File: src/hw/hpc_consts.svh
// constants for the hub port configuration register bank
`ifndef HPC_CONSTS_SVH
`define HPC_CONSTS_SVH
`define HPC_OFF_CHARGE 8'h06
`define HPC_OFF_REMOVABLE 8'h07
`define HPC_OFF_IN_USE 8'h08
`define HPC_OFF_CONFIG_TWO 8'h0a
`define HPC_RST_IN_USE 4'hf
`define HPC_RST_CFG2 8'h00
`define HPC_BIT_UNLOCK 7
`define HPC_BIT_POLARITY 5
`define HPC_BIT_CUSTOM_BC 6
`define HPC_BIT_HICUR 4
`define HPC_BIT_AUTO_MODE 1
`endif

File: src/hw/hpc_pkg.sv
// types for the hub port configuration register bank
package hpc_pkg;
  typedef enum logic [2:0] {
    HPC_ST_RESET = 3'b001,
    HPC_ST_LOAD = 3'b010,
    HPC_ST_RUN = 3'b100
  } hpc_state_t;
endpackage

File: src/hw/hpc_port_field.sv
// one lockable per-port field: otp-backed while locked, writable while unlocked
`timescale 1ns/10ps
module hpc_port_field #(
  parameter int WIDTH = 4,
  parameter logic [3:0] RESET_VAL = 4'h0
) (
  input wire logic i_clk,
  input wire logic i_rst,
  input wire logic i_unlocked,
  input wire logic i_wr,
  input wire logic [WIDTH-1:0] i_wdata,
  input wire logic [WIDTH-1:0] i_otp,
  output logic [WIDTH-1:0] o_value
);
  logic [WIDTH-1:0] stored_r;
  logic [WIDTH-1:0] stored_nxt;

  assign stored_nxt = (i_wr && i_unlocked) ? i_wdata : stored_r;
  assign o_value = i_unlocked ? stored_r : i_otp;

  always_ff @(posedge i_clk) begin
    if (i_rst) begin
      stored_r <= RESET_VAL[WIDTH-1:0];
    end else begin
      stored_r <= stored_nxt;
    end
  end
endmodule // hpc_port_field

File: src/hw/hpc_port_config_regs.sv
// register bank for downstream port charging, removable and in-use configuration
`timescale 1ns/10ps
`include "hpc_consts.svh"
// Contract
// - reserved upper bits read as zero
// - charge enable bit n drives port n+1
// - charge enable loads strap pins at reset release
// - loader or host may overwrite charge enable
// - locked fields read-only, reflect otp
// - unlocked fields writable by loader or host
// - unlock and removable update in one write
// - removable bit n reports port n+1
// - locked removable reads inverted otp non-removable
// - in-use bit n enables port n+1
// - in-use ignores writes unless unlocked
// - legacy-speed-only forces usb2 side in use
// - polarity bit loads polarity strap at release
// - loader writes bits, host may overwrite
module hpc_port_config_regs #(
  parameter int PORTS = 4
) (
  input wire logic i_clk,
  input wire logic i_rst,
  input wire logic i_wr,
  input wire logic i_rd,
  input wire logic [7:0] i_addr,
  input wire logic [7:0] i_wdata,
  input wire logic [PORTS-1:0] i_power_charge_strap_pins,
  input wire logic i_polarity_strap_pin,
  input wire logic [PORTS-1:0] i_otp_non_removable,
  input wire logic [PORTS-1:0] i_otp_in_use,
  input wire logic [PORTS-1:0] i_otp_legacy_speed_only,
  input wire logic i_otp_high_current,
  input wire logic [PORTS-1:0] i_legacy_speed_only_wdata,
  input wire logic i_legacy_speed_only_wr,
  output logic [7:0] o_rdata,
  output logic o_rvalid,
  output logic [PORTS-1:0] o_charge_port_enable,
  output logic [PORTS-1:0] o_removable,
  output logic [PORTS-1:0] o_port_in_use,
  output logic [PORTS-1:0] o_usb2_in_use,
  output logic [PORTS-1:0] o_legacy_speed_only,
  output logic o_power_enable_polarity,
  output logic o_high_current_mode,
  output logic o_auto_mode_disable,
  output logic o_ready
);
  hpc_pkg::hpc_state_t state_r;
  hpc_pkg::hpc_state_t state_nxt;
  logic [PORTS-1:0] charge_r;
  logic [PORTS-1:0] charge_nxt;
  logic unlock_r;
  logic unlock_nxt;
  logic [7:0] cfg2_r;
  logic [7:0] cfg2_nxt;
  logic [PORTS-1:0] rmbl_val;
  logic [PORTS-1:0] used_val;
  logic [PORTS-1:0] legacy_val;
  logic [7:0] rdata_nxt;
  logic hicur_val;
  logic run;
  logic wr_charge;
  logic wr_rmbl;
  logic wr_used;
  logic wr_cfg2;
  logic unlock_eff;
  logic load;
  logic rd_take;
  logic hit_charge;
  logic hit_rmbl;
  logic hit_used;
  logic hit_cfg2;
  logic wr_rmbl_take;
  logic [PORTS-1:0] rmbl_field;
  logic [PORTS-1:0] usb2_use_val;

  // offset match shared by the write strobes
  function automatic logic addr_hit(input logic [7:0] a, input logic [7:0] off);
    addr_hit = (a == off);
  endfunction

  function automatic logic [7:0] pad(input logic [PORTS-1:0] v);
    pad = 8'h00;
    pad[PORTS-1:0] = v;
  endfunction

  assign run = (state_r == hpc_pkg::HPC_ST_RUN);
  assign load = (state_r == hpc_pkg::HPC_ST_LOAD);
  assign rd_take = run && i_rd;
  assign hit_charge = addr_hit(i_addr, `HPC_OFF_CHARGE);
  assign hit_rmbl = addr_hit(i_addr, `HPC_OFF_REMOVABLE);
  assign hit_used = addr_hit(i_addr, `HPC_OFF_IN_USE);
  assign hit_cfg2 = addr_hit(i_addr, `HPC_OFF_CONFIG_TWO);
  assign wr_charge = run && i_wr && hit_charge;
  assign wr_rmbl = run && i_wr && hit_rmbl;
  assign wr_used = run && i_wr && hit_used;
  assign wr_cfg2 = run && i_wr && hit_cfg2;
  // unlock written in the same access takes effect for rmbl at once
  assign unlock_eff = wr_rmbl ? i_wdata[`HPC_BIT_UNLOCK] : unlock_r;
  // a write carrying unlock=0 relocks and drops its rmbl data
  assign wr_rmbl_take = wr_rmbl && unlock_eff;

  always_comb begin
    case (state_r)
      hpc_pkg::HPC_ST_RESET: state_nxt = hpc_pkg::HPC_ST_LOAD;
      hpc_pkg::HPC_ST_LOAD: state_nxt = hpc_pkg::HPC_ST_RUN;
      hpc_pkg::HPC_ST_RUN: state_nxt = hpc_pkg::HPC_ST_RUN;
      default: state_nxt = hpc_pkg::HPC_ST_RESET;
    endcase
  end

  // straps sampled in the second cycle after reset release, while in HPC_ST_LOAD
  assign charge_nxt = load ? i_power_charge_strap_pins
    : (wr_charge ? i_wdata[PORTS-1:0] : charge_r);
  assign unlock_nxt = wr_rmbl ? i_wdata[`HPC_BIT_UNLOCK] : unlock_r;

  always_comb begin
    cfg2_nxt = cfg2_r;
    if (load) begin
      cfg2_nxt[`HPC_BIT_POLARITY] = i_polarity_strap_pin;
    end else if (wr_cfg2) begin
      cfg2_nxt = i_wdata;
      cfg2_nxt[7] = 1'b0;
      cfg2_nxt[0] = 1'b0;
      if (!i_wdata[`HPC_BIT_CUSTOM_BC]) begin
        cfg2_nxt[`HPC_BIT_HICUR] = cfg2_r[`HPC_BIT_HICUR];
      end
    end
  end

  // removable storage holds the active-high removable value
  // storage view only; the lock view is chosen below from the lock register
  hpc_port_field #(.WIDTH(PORTS), .RESET_VAL(4'h0)) u_rmbl (
    .i_clk(i_clk),
    .i_rst(i_rst),
    .i_unlocked(1'b1),
    .i_wr(wr_rmbl_take),
    .i_wdata(i_wdata[PORTS-1:0]),
    .i_otp(~i_otp_non_removable),
    .o_value(rmbl_field)
  );
  // view follows the stored lock bit, never the access in flight
  assign rmbl_val = unlock_r ? rmbl_field : ~i_otp_non_removable;

  hpc_port_field #(.WIDTH(PORTS), .RESET_VAL(`HPC_RST_IN_USE)) u_used (
    .i_clk(i_clk),
    .i_rst(i_rst),
    .i_unlocked(unlock_r),
    .i_wr(wr_used),
    .i_wdata(i_wdata[PORTS-1:0]),
    .i_otp(i_otp_in_use),
    .o_value(used_val)
  );

  hpc_port_field #(.WIDTH(PORTS), .RESET_VAL(4'h0)) u_legacy (
    .i_clk(i_clk),
    .i_rst(i_rst),
    .i_unlocked(unlock_r),
    .i_wr(run && i_legacy_speed_only_wr),
    .i_wdata(i_legacy_speed_only_wdata),
    .i_otp(i_otp_legacy_speed_only),
    .o_value(legacy_val)
  );

  assign hicur_val = cfg2_r[`HPC_BIT_CUSTOM_BC] ? cfg2_r[`HPC_BIT_HICUR] : i_otp_high_current;
  assign usb2_use_val = used_val | legacy_val;

  always_comb begin
    case (i_addr)
      `HPC_OFF_CHARGE: rdata_nxt = pad(charge_r);
      `HPC_OFF_REMOVABLE: rdata_nxt = pad(rmbl_val) | {unlock_r, 7'h00};
      `HPC_OFF_IN_USE: rdata_nxt = pad(used_val);
      `HPC_OFF_CONFIG_TWO: rdata_nxt = {cfg2_r[7:5], hicur_val, cfg2_r[3:0]};
      default: rdata_nxt = 8'h00;
    endcase
  end

  always_ff @(posedge i_clk) begin
    if (i_rst) begin
      state_r <= hpc_pkg::HPC_ST_RESET;
      charge_r <= '0;
      unlock_r <= 1'b0;
      cfg2_r <= `HPC_RST_CFG2;
    end else begin
      state_r <= state_nxt;
      charge_r <= charge_nxt;
      unlock_r <= unlock_nxt;
      cfg2_r <= cfg2_nxt;
    end
  end

  // read port: data holds between reads, valid pulses one cycle
  always_ff @(posedge i_clk) begin
    if (i_rst) begin
      o_rdata <= 8'h00;
      o_rvalid <= 1'b0;
      o_ready <= 1'b0;
    end else begin
      o_rdata <= rd_take ? rdata_nxt : o_rdata;
      o_rvalid <= rd_take;
      o_ready <= run;
    end
  end

  // field outputs trail their registers by one cycle
  always_ff @(posedge i_clk) begin
    if (i_rst) begin
      o_charge_port_enable <= '0;
      o_removable <= '0;
      o_port_in_use <= '0;
      o_usb2_in_use <= '0;
      o_legacy_speed_only <= '0;
      o_power_enable_polarity <= 1'b0;
      o_high_current_mode <= 1'b0;
      o_auto_mode_disable <= 1'b0;
    end else begin
      o_charge_port_enable <= charge_r;
      o_removable <= rmbl_val;
      o_port_in_use <= used_val;
      o_usb2_in_use <= usb2_use_val;
      o_legacy_speed_only <= legacy_val;
      o_power_enable_polarity <= cfg2_r[`HPC_BIT_POLARITY];
      o_high_current_mode <= hicur_val;
      o_auto_mode_disable <= cfg2_r[`HPC_BIT_AUTO_MODE];
    end
  end
endmodule // hpc_port_config_regs

File: config.mk
export PLATFORM = sky130hd
export DESIGN_NAME = hpc_port_config_regs
export DESIGN_NICKNAME = d
export VERILOG_FILES = /design/src/hw/hpc_pkg.sv /design/src/hw/hpc_port_field.sv /design/src/hw/hpc_port_config_regs.sv
export VERILOG_INCLUDE_DIRS = /design/src /design/src/hw
export SDC_FILE = /design/constraint.sdc
export NUM_CORES = 1
export LEC_CHECK = 0
export ABC_CLOCK_PERIOD_IN_PS = 4600
export BUFFER_PORTS_ARGS = -buffer_cell sky130_fd_sc_hd__buf_4
export CAP_MARGIN = 10
export CORE_ASPECT_RATIO = 2
export CORE_MARGIN = 2
export CORE_UTILIZATION = 36
export DETAILED_ROUTE_END_ITERATION = 8
export GPL_ROUTABILITY_DRIVEN = 0
export PLACE_DENSITY = 0.61
export SYNTH_ARGS = -nofsm -noshare
export SYNTH_HDL_FRONTEND = slang
export SYNTH_HIERARCHICAL = 1
export SYNTH_SLANG_ARGS = --single-unit
File: constraint.sdc
create_clock -name i_clk -period 4.6 [get_ports i_clk]
set_clock_uncertainty 0.05 [all_clocks]
set_input_delay 0.69 -clock i_clk [delete_from_list [all_inputs] [get_ports i_clk]]
set_output_delay 0.69 -clock i_clk [all_outputs]
set_load 0.01 [all_outputs]
Yosys cells after proc, flatten, opt, wreduce, memory -nomap -nowiden:

Index checks and enable logic that the tools add are counted.

* mux-type cells: 12
* reductions and logical operators: 15
* bitwise logic cells: 4
* eq/ne operators: 7

Operators with widths (count)
* one-hot mux 8 bit (4 select lines): 1
* two-way mux 4 bit: 5
* == test 8 x 3 -> 1 bit (second input constant): 2
* == test 8 x 4 -> 1 bit (second input constant): 2
* logical AND 1 bit: 10
* OR 4 x 8 -> 8 bit: 1
* two-way mux 6 bit: 1
* one-hot mux 3 bit (2 select lines): 1
* two-way mux 1 bit: 4
* NOT 4 bit: 1
* OR 4 bit: 1
* nonzero test 2 bit: 2
* == test 3 x 1 -> 1 bit (second input constant): 1
* == test 3 x 2 -> 1 bit (second input constant): 1
* == test 3 bit (second input constant): 1
* AND reduction 3 bit: 1
* AND reduction 2 bit: 1
* OR reduction 2 bit: 1
* NOT 1 bit: 1

* input port bits: 43
* logic and storage cells: 58
* bits in registers: 59
* output and inout bits: 33

Depth between registers and ports, before layout:

Gate-level depths: netlist (run 1).

* depth in word-level cells: 5
* mapped depth: 8
* depth with buffers taken out: 6

Cells and area by module:

The synthesis (run 1) kept the hierarchy.

Modules (own cells, without submodules)
* hpc_port_config_regs: cells an instance 191, area an instance 1871.8 µm², seq. area each 940.9 µm², times used 1
* hpc_port_field (u_legacy ...): cells an instance 22, area an instance 229.0 µm², seq. area each 80.1 µm², times used 2
* hpc_port_field (u_used): cells an instance 18, area an instance 200.2 µm², seq. area each 80.1 µm², times used 1

Worst setup path before layout (run 1):

No wires, ideal clock.

* kind: input to register
* start: input port i_addr[5]
* end: register u_used.stored_r[0]
* stages on the path: 5
* buffers on the path: 0
* arrival time: 2.072 ns
* setup time: 0.120 ns
* data required time: 4.430 ns
* slack: 2.359 ns
* cell sequence: nor4_4 nand3_2 nor4_1 nand2_1 a211o_1

* word-level cells in the longest chain between the ends: 3

RTL lines
* start: declaration: RTL line hpc_port_config_regs.sv:26 `input wire logic [7:0] i_addr,`
* == test 8 x 4 -> 1 bit: RTL line hpc_port_config_regs.sv:79 `addr_hit = (a == off);`
* logical AND 1 bit: RTL line hpc_port_config_regs.sv:96 `assign wr_used = run && i_wr && hit_used;`
* net wr_used: RTL line hpc_port_config_regs.sv:64 `logic wr_used;`
* logical AND 1 bit: RTL line hpc_port_field.sv:18 `assign stored_nxt = (i_wr && i_unlocked) ? i_wdata : stored_r;`
* end signal: assignment: RTL line hpc_port_field.sv:23 `stored_r <= RESET_VAL[WIDTH-1:0];`
* end signal: assignment: RTL line hpc_port_field.sv:25 `stored_r <= stored_nxt;`
* end: declaration: RTL line hpc_port_field.sv:15 `logic [WIDTH-1:0] stored_r;`

The timed path passes the listed nets, and every way through them passes these cells.
A chain may end at the register's enable or synchronous reset.

Worst setup path in the final report (run 1):

* start: input port i_addr[5]
* end: register u_used.stored_r[1]

The elaborated chain is that of the path after synthesis.

==> flow_summary.yaml, run 1 <==
timing:
  period_needed_ns: 2.39
  hold_violations: 0
  layout_worst_path_cycle_share_pct: 52.0
  fmaxAchievable_ghz: 0.418
  tns_ns: 0
  grt_setup_unrepaired: "false"
  postLayoutSetupSlackWorst_ns: 2.21
  drv_slew: 0
  setup-violations-final: 0
  worst_slew_margin_rel_pct: 51.8
  hold_slack_ns: 0.404
  worst-slew-pin-transition_ns: 0.722
grt:
  overflow: 0
  grt_first_pass_wirelength_um: 10000
  maximum_number_of_pins_on_one_net_before_global_route_repair: 51
  track_usage_pct: 17.0
  grt_antenna_before_repair: 0
  vias_in_the_first_global_route: 2083
cts:
  worst_skew_pair_later_pin_latency_ns: 0.31
  cts_setup_buffers: 0
  cts_buffer_depth: 2
  clock_tree.root_cell: "clkbuf_16"
  cts.sink_count: 59
  clk_pin_slew_ns: 0.05
  tritoncts: "done"
  postCtsResizedCells: 0
  cts_max_level: 3
  cts_inserted_buffers: 9
  cts_hold_buffers: 0
placement:
  dpl.hpwl_um: 4710
  post-place-cells: 407
  pre_cts_slack_ns: 1.94
  number_of_buffers_added_on_ports: 75
yosys:
  ys_ff_latch: 59
  synthDominantAreaCellType: "dfxtp_1"
  synthDominantCellAreaShare_pct: 46.7
  yosys.cell_types.count: 43
  synth_async_sr_flop_share_pct: 0
  syn-mean-instance-area_um2: 10.0
  synth_seq_area_share_pct: 46.7
  netlist_instances: 253
  synth_enable_flop_cells: 0
  syn-cell-area_mm2: 0.00253
  yosysWarnings: 6
  post_synth_main_area_contributors: "dfxtp_1 47%, mux2_2 5.3%, a21oi_1 4.4%"
  dominantRegCellSynth: "dfxtp_1"
cells_and_area:
  final_nets: 371
  final_core_utilization_pct: 49.5
  most-common-layout-cells: "76 x buf_4, 59 x dfxtp_1, 26 x nand2_1"
  drive_gt1_share_pct: 36.6
  register_with_the_highest_flop_count: "o_rdata"
  layout-area-overhead-vs-synth_pct: 34.6
  finish.cell_count_without_fillers: 421
  flip_flop_count_of_the_largest_register_after_layout: 8
  layout_commonest_cell: "buf_4"
  antenna-diode-count: 0
  reg.largest.list: "o_rdata (8), cfg2_r (6)"
hold_path:
  hold_path_class: "reg -> reg"
floorplanning:
  rows: 43
  die_width_um: 63.3
  num_io_pins: 76
  coreArea_mm2: 0.00689
  initial_core_util_pct: 36.7
  fp.dieArea_mm2: 0.00775
  die-height_um: 123
pwr:
  max-vdd-ir-drop_mv: 0.322
  p_per_area_mw_per_mm2: 390
  power.leakage_nw: 1.46
detailed_routing:
  drt_iter0_markers: 63
  routed_wirelength_normalized_by_instance_count_um: 14.8
  routed-via-count: 2098
  via_per_inst: 4.98
  drt_first_pass_iters: 4
  drc: 0
  wirelength_um: 6210
  drt.antenna.violating_nets: 0
worst_setup_path:
  timing.setup.critical_path_class: "in -> reg"
  cp_slowest_cell: "nor4_1"
  timing.critical_path.arrival_ns: 2.54
  crit_path_largest_cell_delay_ns: 0.57
  worst_setup_path_end_kind: "flip-flop"
  worst_setup_path_start_kind: "input pin"
  path_cells: "buf_4 > nor4_4 > nand3_2 > nor4_1 > nand2_1 > a211o_1"
  critPathMaxFanout: 7
  required_ns: 4.75
flow_run:
  drv_cap: 0
run_status:
  outcome: "completed"
## final timing paths
kind	from	endpoint	slack (ns)	cells past startpoint
max reg2reg	state_r[2]	u_used/stored_r[1]	2.35	5
min reg2reg	cfg2_r[2]	cfg2_r[2]	0.40	2
min	cfg2_r[2]	cfg2_r[2]	0.40	2
max	i_addr[5]	u_used/stored_r[1]	2.21	6
## stage by stage
step,total power [mW],instance area [um2]
4_1_cts,1.35,3410
6_report,1.33,3410
2_1_floorplan,0.621,2540
3_5_place_dp,0.682,3100
5_1_grt,1.39,3410
3_3_place_gp,0.681,3100
## metal layers
metal / wire length, um / track usage [%] / up-vias
li1: - / - / 1048
met1: 2290 / 17.3 / 970
met2: 3420 / 31.0 / 64
met3: 282 / 3.94 / 16
met4: 225 / 10.5 / 0
met5: 0 / 0 / -
## power by group
group | leakage (nW) | switching, mW | total (mW) | internal, mW
clock | 0.151 | 0.205 | 0.660 | 0.455
combinational | 0.825 | 0.0581 | 0.124 | 0.0662
sequential | 0.481 | 0.0139 | 0.546 | 0.532
## area by class of cell
class / count / area [um2]
clock buffer: 12 / 267
tap: 90 / 113
clock inverter: 2 / 35.0
sequential: 59 / 1180
fill: 712 / 3480
inverter: 6 / 22.5
timing repair buffer: 76 / 571
multi-input combinational: 176 / 1220
## synth_stat cells (all sizes together) (2+ instances only)
cell    count
dfxtp      59
nand2      26
a21oi      22
mux2       16
nand3      13
nor2b      11
nor2       10
buf         9
a21bo       8
a211o       7
o21ai       7
and3        6
inv         6
clkbuf      5
a22oi       4
mux2i       4
nand2b      4
or2         4
a32o        3
and2b       3
nor3b       3
o22ai       3
a22o        2
and2        2
and3b       2
and4        2
nand4       2
nor4        2
## cell families after synthesis
logic type / Yosys count / share of synthesized area [%]
flops: 59 / 46.7
mux: 20 / 9.30
simple gates: 96 / 22.4
other cells: 1 / 0.148
buf+inv: 20 / 5.49
compound gates: 57 / 16.0
## critical path: cells and delay by family
family	cells	cell delay [ns]
AND/OR/NAND/NOR	4	1.41
AO/OA/AOI/OAI	1	0.33
buffers and inverters	1	0.12
Power figures use the tool's default switching activity.
==> run 2: changes to the inputs <==
- ABC_CLOCK_PERIOD_IN_PS: 4600 -> 2000
- PLACE_DENSITY: 0.61 -> 0.64
- clock period: 4.6 -> 2 ns (I/O delays scaled with it)
==> run 2 against run 1 <==
Effect of this change: worst hold slack got worse by 0.21 ns; sequential cell count unchanged; routed wire length increased by 0.82%; die area unchanged; cell area increased by 1.5%; sequential power increased by 130%; register-to-register slack got worse by 2.2 ns; combinational power increased by 140%; critical endpoint is now u_used/stored_r[2]; largest power group unchanged.
==> flow_summary.yaml, run 2 (synthesis results as in run 1) <==
worst_setup_path:
  required_ns: 2.16
  critPathMaxFanout: 6
  cp_slowest_cell: "dfxtp_1"
  timing.critical_path.arrival_ns: 1.99
  worstReg2RegStart: "state_r[2]"
  cp.depth: 5
  crit_path_largest_cell_delay_ns: 0.41
  path_cells: "nor3b_4 > nand3_2 > nor4_1 > nand2_1 > a211o_1"
  cp_num_buf_inv: 0
  timing.setup.critical_path_class: "reg -> reg"
  worst_setup_path_start_kind: "flip-flop"
  worst_setup_path_end_kind: "flip-flop"
  r2r_setup_slack_ns: 0.16
  rr_worst_depth: 5
  crit_family: "simple AND/OR/NAND/NOR gates"
  critical_path.reg2reg.endpoint: "u_used/stored_r[2]"
cells_and_area:
  layout_commonest_cell: "buf_4"
  antenna-diode-count: 0
  fillCellCount: 704
  register_area_mm2: 0.00118
  final_nets: 377
  multi_input_area_mm2: 0.00122
  most-common-layout-cells: "82 x buf_4, 59 x dfxtp_1, 26 x nand2_1"
  drive_gt1_share_pct: 37.2
  finalInstanceArea_mm2: 0.00346
  reg.largest.list: "o_rdata (8), cfg2_r (6)"
  flip_flop_count_of_the_largest_register_after_layout: 8
  register_with_the_highest_flop_count: "o_rdata"
  layout-area-overhead-vs-synth_pct: 36.6
cts:
  cts_setup_buffers: 0
  cts_buffer_depth: 2
  worst_skew_pair_later_pin_latency_ns: 0.32
  cts.sink_count: 59
  postCtsResizedCells: 0
  cts_max_level: 3
  cts_hold_buffers: 0
  clock_tree.root_cell: "clkbuf_16"
  tritoncts: "done"
  clk_pin_slew_ns: 0.05
  cts_inserted_buffers: 9
detailed_routing:
  wirelength_um: 6260
  routed_wirelength_normalized_by_instance_count_um: 14.6
  routed-via-count: 2106
  drc: 0
  via_per_inst: 4.91
  drt_first_pass_iters: 4
  drt.antenna.violating_nets: 0
  drt_iter0_markers: 67
pwr:
  fin_total_pwr_mw: 3.11
  switching_share_pct: 21.3
  power.share.sequential_pct: 40.4
  p_per_area_mw_per_mm2: 899
  cellInternalPower_mw: 2.45
  max-vdd-ir-drop_mv: 0.481
  p_clk_share_pct: 50.2
  comb_power_share_pct: 9.4
  power.leakage_nw: 1.49
  power.net_switching_uw: 661
timing:
  layout_worst_path_cycle_share_pct: 91.8
  tns_ns: 0
  setup-violations-final: 0
  period_needed_ns: 1.84
  grt_setup_unrepaired: "false"
  fmaxAchievable_ghz: 0.545
  hold_violations: 0
  drv_slew: 0
floorplanning:
  initial_core_util_pct: 36.7
  die_width_um: 63.3
  coreArea_mm2: 0.00689
  num_io_pins: 76
  fp.dieArea_mm2: 0.00775
  die-height_um: 123
  rows: 43
flow_run:
  drv_cap: 0
placement:
  number_of_buffers_added_on_ports: 75
  dpl-instance-area_mm2: 0.00315
  dpl.hpwl_um: 4780
run_status:
  outcome: "completed"
hold_path:
  worst_hold_path.endpoint: "u_legacy/stored_r[2]"
  hold_sp: "i_legacy_speed_only_wdata[2]"
  worst_hold_path.num_cells: 3
  hold_path_class: "in -> reg"
grt:
  grt_antenna_before_repair: 0
  vias_in_the_first_global_route: 2130
  overflow: 0
  track_usage_pct: 17.6
  maximum_number_of_pins_on_one_net_before_global_route_repair: 41
  grt_first_pass_wirelength_um: 10200
## run 2: cell count changes in the layout (fill, tap and decap cells not counted), sizes merged
cell,previous run,this run
clkbuf,12,15
clkinv,1,0
buf,76,82
## run 2: worst min-delay path: cells and delay by family
family / cells / cell delay [ns]
buffers and inverters: 1 / 0.11
AOI/OAI and AO/OA: 1 / 0.05
and+or+nand+nor: 1 / 0.05
## run 2: worst max path at each step
stage	from	slack, ns	end
CTS	state_r[2]	0.17	u_used/stored_r[2]
floorplan	i_addr[5]	0.15	u_used/stored_r[0]
finish	state_r[2]	0.16	u_used/stored_r[2]
detailed placement	i_addr[5]	0.1	u_used/stored_r[1]
global placement	i_addr[5]	0.12	u_used/stored_r[1]
global route	state_r[2]	0.02	u_used/stored_r[2]
## run 2: power by group through the flow
| stage | sequential (mW) | combinational [mW] | clock [mW] |
|---|---|---|---|
| after floorplan | 1.28 | 0.143 | 0 |
| after global placement | 1.28 | 0.293 | 0 |
| after detailed placement | 1.28 | 0.296 | 0 |
| after CTS | 1.25 | 0.296 | 1.60 |
| after global routing | 1.26 | 0.319 | 1.65 |
| final | 1.25 | 0.292 | 1.56 |
## run 2: final cells by class
type	instances	area share [%]
multi-input combinational	176	35.2
sequential	59	34.2
timing repair buffer	82	17.8
clock buffer	15	8.03
tap	90	3.26
clock inverter	1	0.869
inverter	6	0.651
## run 2: routing by layer
layer | GRT usage (%) | vias up | part of all wire, %
met3 | 4.49 | 11 | 4.6
met1 | 18.2 | 977 | 38
met4 | 10.6 | 0 | 2.5
met2 | 31.5 | 63 | 55
li1 | - | 1055 | -
met5 | 0 | - | 0
## run 2: metrics by stage
stage	hold WS, ns	setup WS (ns)	utilization [%]	cells
after floorplan	0.319	0.149	-	255
after global placement	0.389	0.123	45.7	413
after detailed placement	0.397	0.0953	45.7	413
after CTS	0.182	0.172	50.2	429
after global routing	0.193	0.0166	50.2	429
final	0.192	0.164	50.2	429
==> run 3: changes to the inputs <==
- SETUP_SLACK_MARGIN: not set -> 0.4
==> run 3 against run 2 <==
Effect of this change: clock-buffer cell count decreased by 3; global-route usage about the same; via count increased by 0.71%; sequential cell count unchanged; routed wire length decreased by 0.19%; die area unchanged; critical path depth decreased by 1; critical endpoint is now charge_r[3]; largest power group unchanged.
==> flow_summary.yaml, run 3 (synthesis results as in run 1) <==
pwr:
  switching_share_pct: 21.3
  power.share.sequential_pct: 40.0
  cellInternalPower_mw: 2.46
  power.net_switching_uw: 668
  comb_power_share_pct: 10.6
  max-vdd-ir-drop_mv: 0.481
  p_per_area_mw_per_mm2: 871
  p_clk_share_pct: 49.4
  power.leakage_nw: 1.53
detailed_routing:
  via_per_inst: 4.90
  drc: 0
  routed-via-count: 2121
  drt_first_pass_iters: 4
  drt_iter0_markers: 59
  drt.antenna.violating_nets: 0
  routed_wirelength_normalized_by_instance_count_um: 14.4
  wirelength_um: 6250
floorplanning:
  initial_core_util_pct: 36.7
  fp.dieArea_mm2: 0.00775
  rows: 43
  die_width_um: 63.3
  coreArea_mm2: 0.00689
  num_io_pins: 76
  die-height_um: 123
hold_path:
  hold_path_class: "in -> reg"
timing:
  layout_worst_path_cycle_share_pct: 79.8
  hold_violations: 0
  tns_ns: 0
  worst_slew_margin_rel_pct: 64.8
  drv_slew: 0
  worst-slew-pin-transition_ns: 0.528
  fmaxAchievable_ghz: 0.626
  hold_slack_ns: 0.197
  period_needed_ns: 1.60
  setup-violations-final: 0
  grt_setup_unrepaired: "true"
placement:
  dpl.hpwl_um: 4760
  number_of_buffers_added_on_ports: 75
  post-place-cells: 413
  dpl-instance-area_mm2: 0.00317
worst_setup_path:
  worstReg2RegStart: "state_r[2]"
  critPathMaxFanout: 8
  worstSetupStartpoint: "state_r[2]"
  cp_num_buf_inv: 1
  timing.setup.critical_path_class: "reg -> reg"
  crit_family: "simple AND/OR/NAND/NOR gates"
  cp_slowest_cell: "or3b_4"
  required_ns: 2.16
  cp-endpoint: "charge_r[3]"
  critical_path.reg2reg.endpoint: "charge_r[3]"
  worst_setup_path_end_kind: "flip-flop"
  cp.depth: 4
  r2r_setup_slack_ns: 0.40
  rr_worst_depth: 4
  path_cells: "buf_4 > or3b_4 > o31ai_4 > mux2_4"
  crit_path_largest_cell_delay_ns: 0.47
  timing.critical_path.arrival_ns: 1.75
  worst_setup_path_start_kind: "flip-flop"
cells_and_area:
  finish.cell_count_without_fillers: 433
  flip_flop_count_of_the_largest_register_after_layout: 8
  finalInstanceArea_mm2: 0.00360
  drive_gt1_share_pct: 42.3
  antenna-diode-count: 0
  most-common-layout-cells: "84 x buf_4, 55 x dfxtp_1, 25 x nand2_1"
  layout-area-overhead-vs-synth_pct: 42.1
  layout_commonest_cell: "buf_4"
  reg.largest.list: "o_rdata (8), cfg2_r (6)"
  final_nets: 381
  register_with_the_highest_flop_count: "o_rdata"
  final_core_utilization_pct: 52.2
cts:
  cts.sink_count: 59
  cts_hold_buffers: 0
  cts_max_level: 3
  cts_buffer_depth: 2
  cts_inserted_buffers: 9
  clock_tree.root_cell: "clkbuf_16"
  clk_pin_slew_ns: 0.05
  worst_skew_pair_later_pin_latency_ns: 0.32
  tritoncts: "done"
grt:
  maximum_number_of_pins_on_one_net_before_global_route_repair: 38
  grt_first_pass_wirelength_um: 10000
  track_usage_pct: 17.5
  grt_antenna_before_repair: 0
  vias_in_the_first_global_route: 2153
  overflow: 0
flow_run:
  drv_cap: 0
run_status:
  outcome: "completed"
## run 3: cell count changes in the layout (fill, tap and decap cells not counted), moves of 2 or more
cell | previous run | this run
dfxtp_4 | 0 | 2
dfxtp_2 | 0 | 2
mux2i_4 | 0 | 3
mux2_2 | 12 | 8
clkbuf_1 | 3 | 0
mux2_4 | 4 | 8
mux2i_1 | 4 | 1
buf_4 | 82 | 84
dfxtp_1 | 59 | 55
buf_6 | 0 | 2
clkinv_2 | 0 | 2
## run 3: worst min path at each step
stage	start	to	cells past startpoint
floorplan	i_rst	u_legacy/stored_r[0]	1
global placement	cfg2_r[2]	cfg2_r[2]	2
detailed placement	cfg2_r[3]	cfg2_r[3]	2
CTS	i_legacy_speed_only_wdata[3]	u_legacy/stored_r[3]	3
global route	i_legacy_speed_only_wdata[0]	u_legacy/stored_r[0]	3
finish	i_legacy_speed_only_wdata[0]	u_legacy/stored_r[0]	3
## run 3: worst min-delay path: stages
cell     delay [ns]
buf_4          0.11
nand3_1        0.05
a21oi_1        0.05
## run 3: routing by layer
layer	up-vias	routed length, um	share of wire, %	GRT usage (%)
met1	978	2250	36	17.1
met5	-	0	0	0
li1	1063	-	-	-
met2	67	3510	56	32.2
met4	0	210	3.4	11.7
met3	13	281	4.5	4.22
## run 3: final cells by class
class	instances	area (um2)
clock buffer	12	267
clock inverter	4	47.5
fill	677	3290
inverter	6	22.5
multi-input combinational	176	1300
sequential	59	1190
tap	90	113
timing repair buffer	86	653
## run 3: what timing repair did
action,4_1_cts,5_1_grt
pin swaps,9,3
buffers inserted,3,1
setup endpoints to repair,19,17
resized for setup,15,6
## run 3: per-stage QoR
| stage | power (mW) | setup slack, ns |
|---|---|---|
| floorplan | 1.43 | 0.302 |
| global placement | 1.57 | 0.171 |
| detailed placement | 1.58 | 0.150 |
| CTS | 3.17 | 0.368 |
| global route | 3.27 | 0.352 |
| finish | 3.13 | 0.404 |
## run 3: power by group through the flow
stage	clock, mW	combinational, mW	sequential (mW)
5_1_grt	1.66	0.358	1.25
6_report	1.55	0.331	1.25
2_1_floorplan	0	0.148	1.28
3_5_place_dp	0	0.300	1.28
3_3_place_gp	0	0.296	1.28
4_1_cts	1.59	0.326	1.25
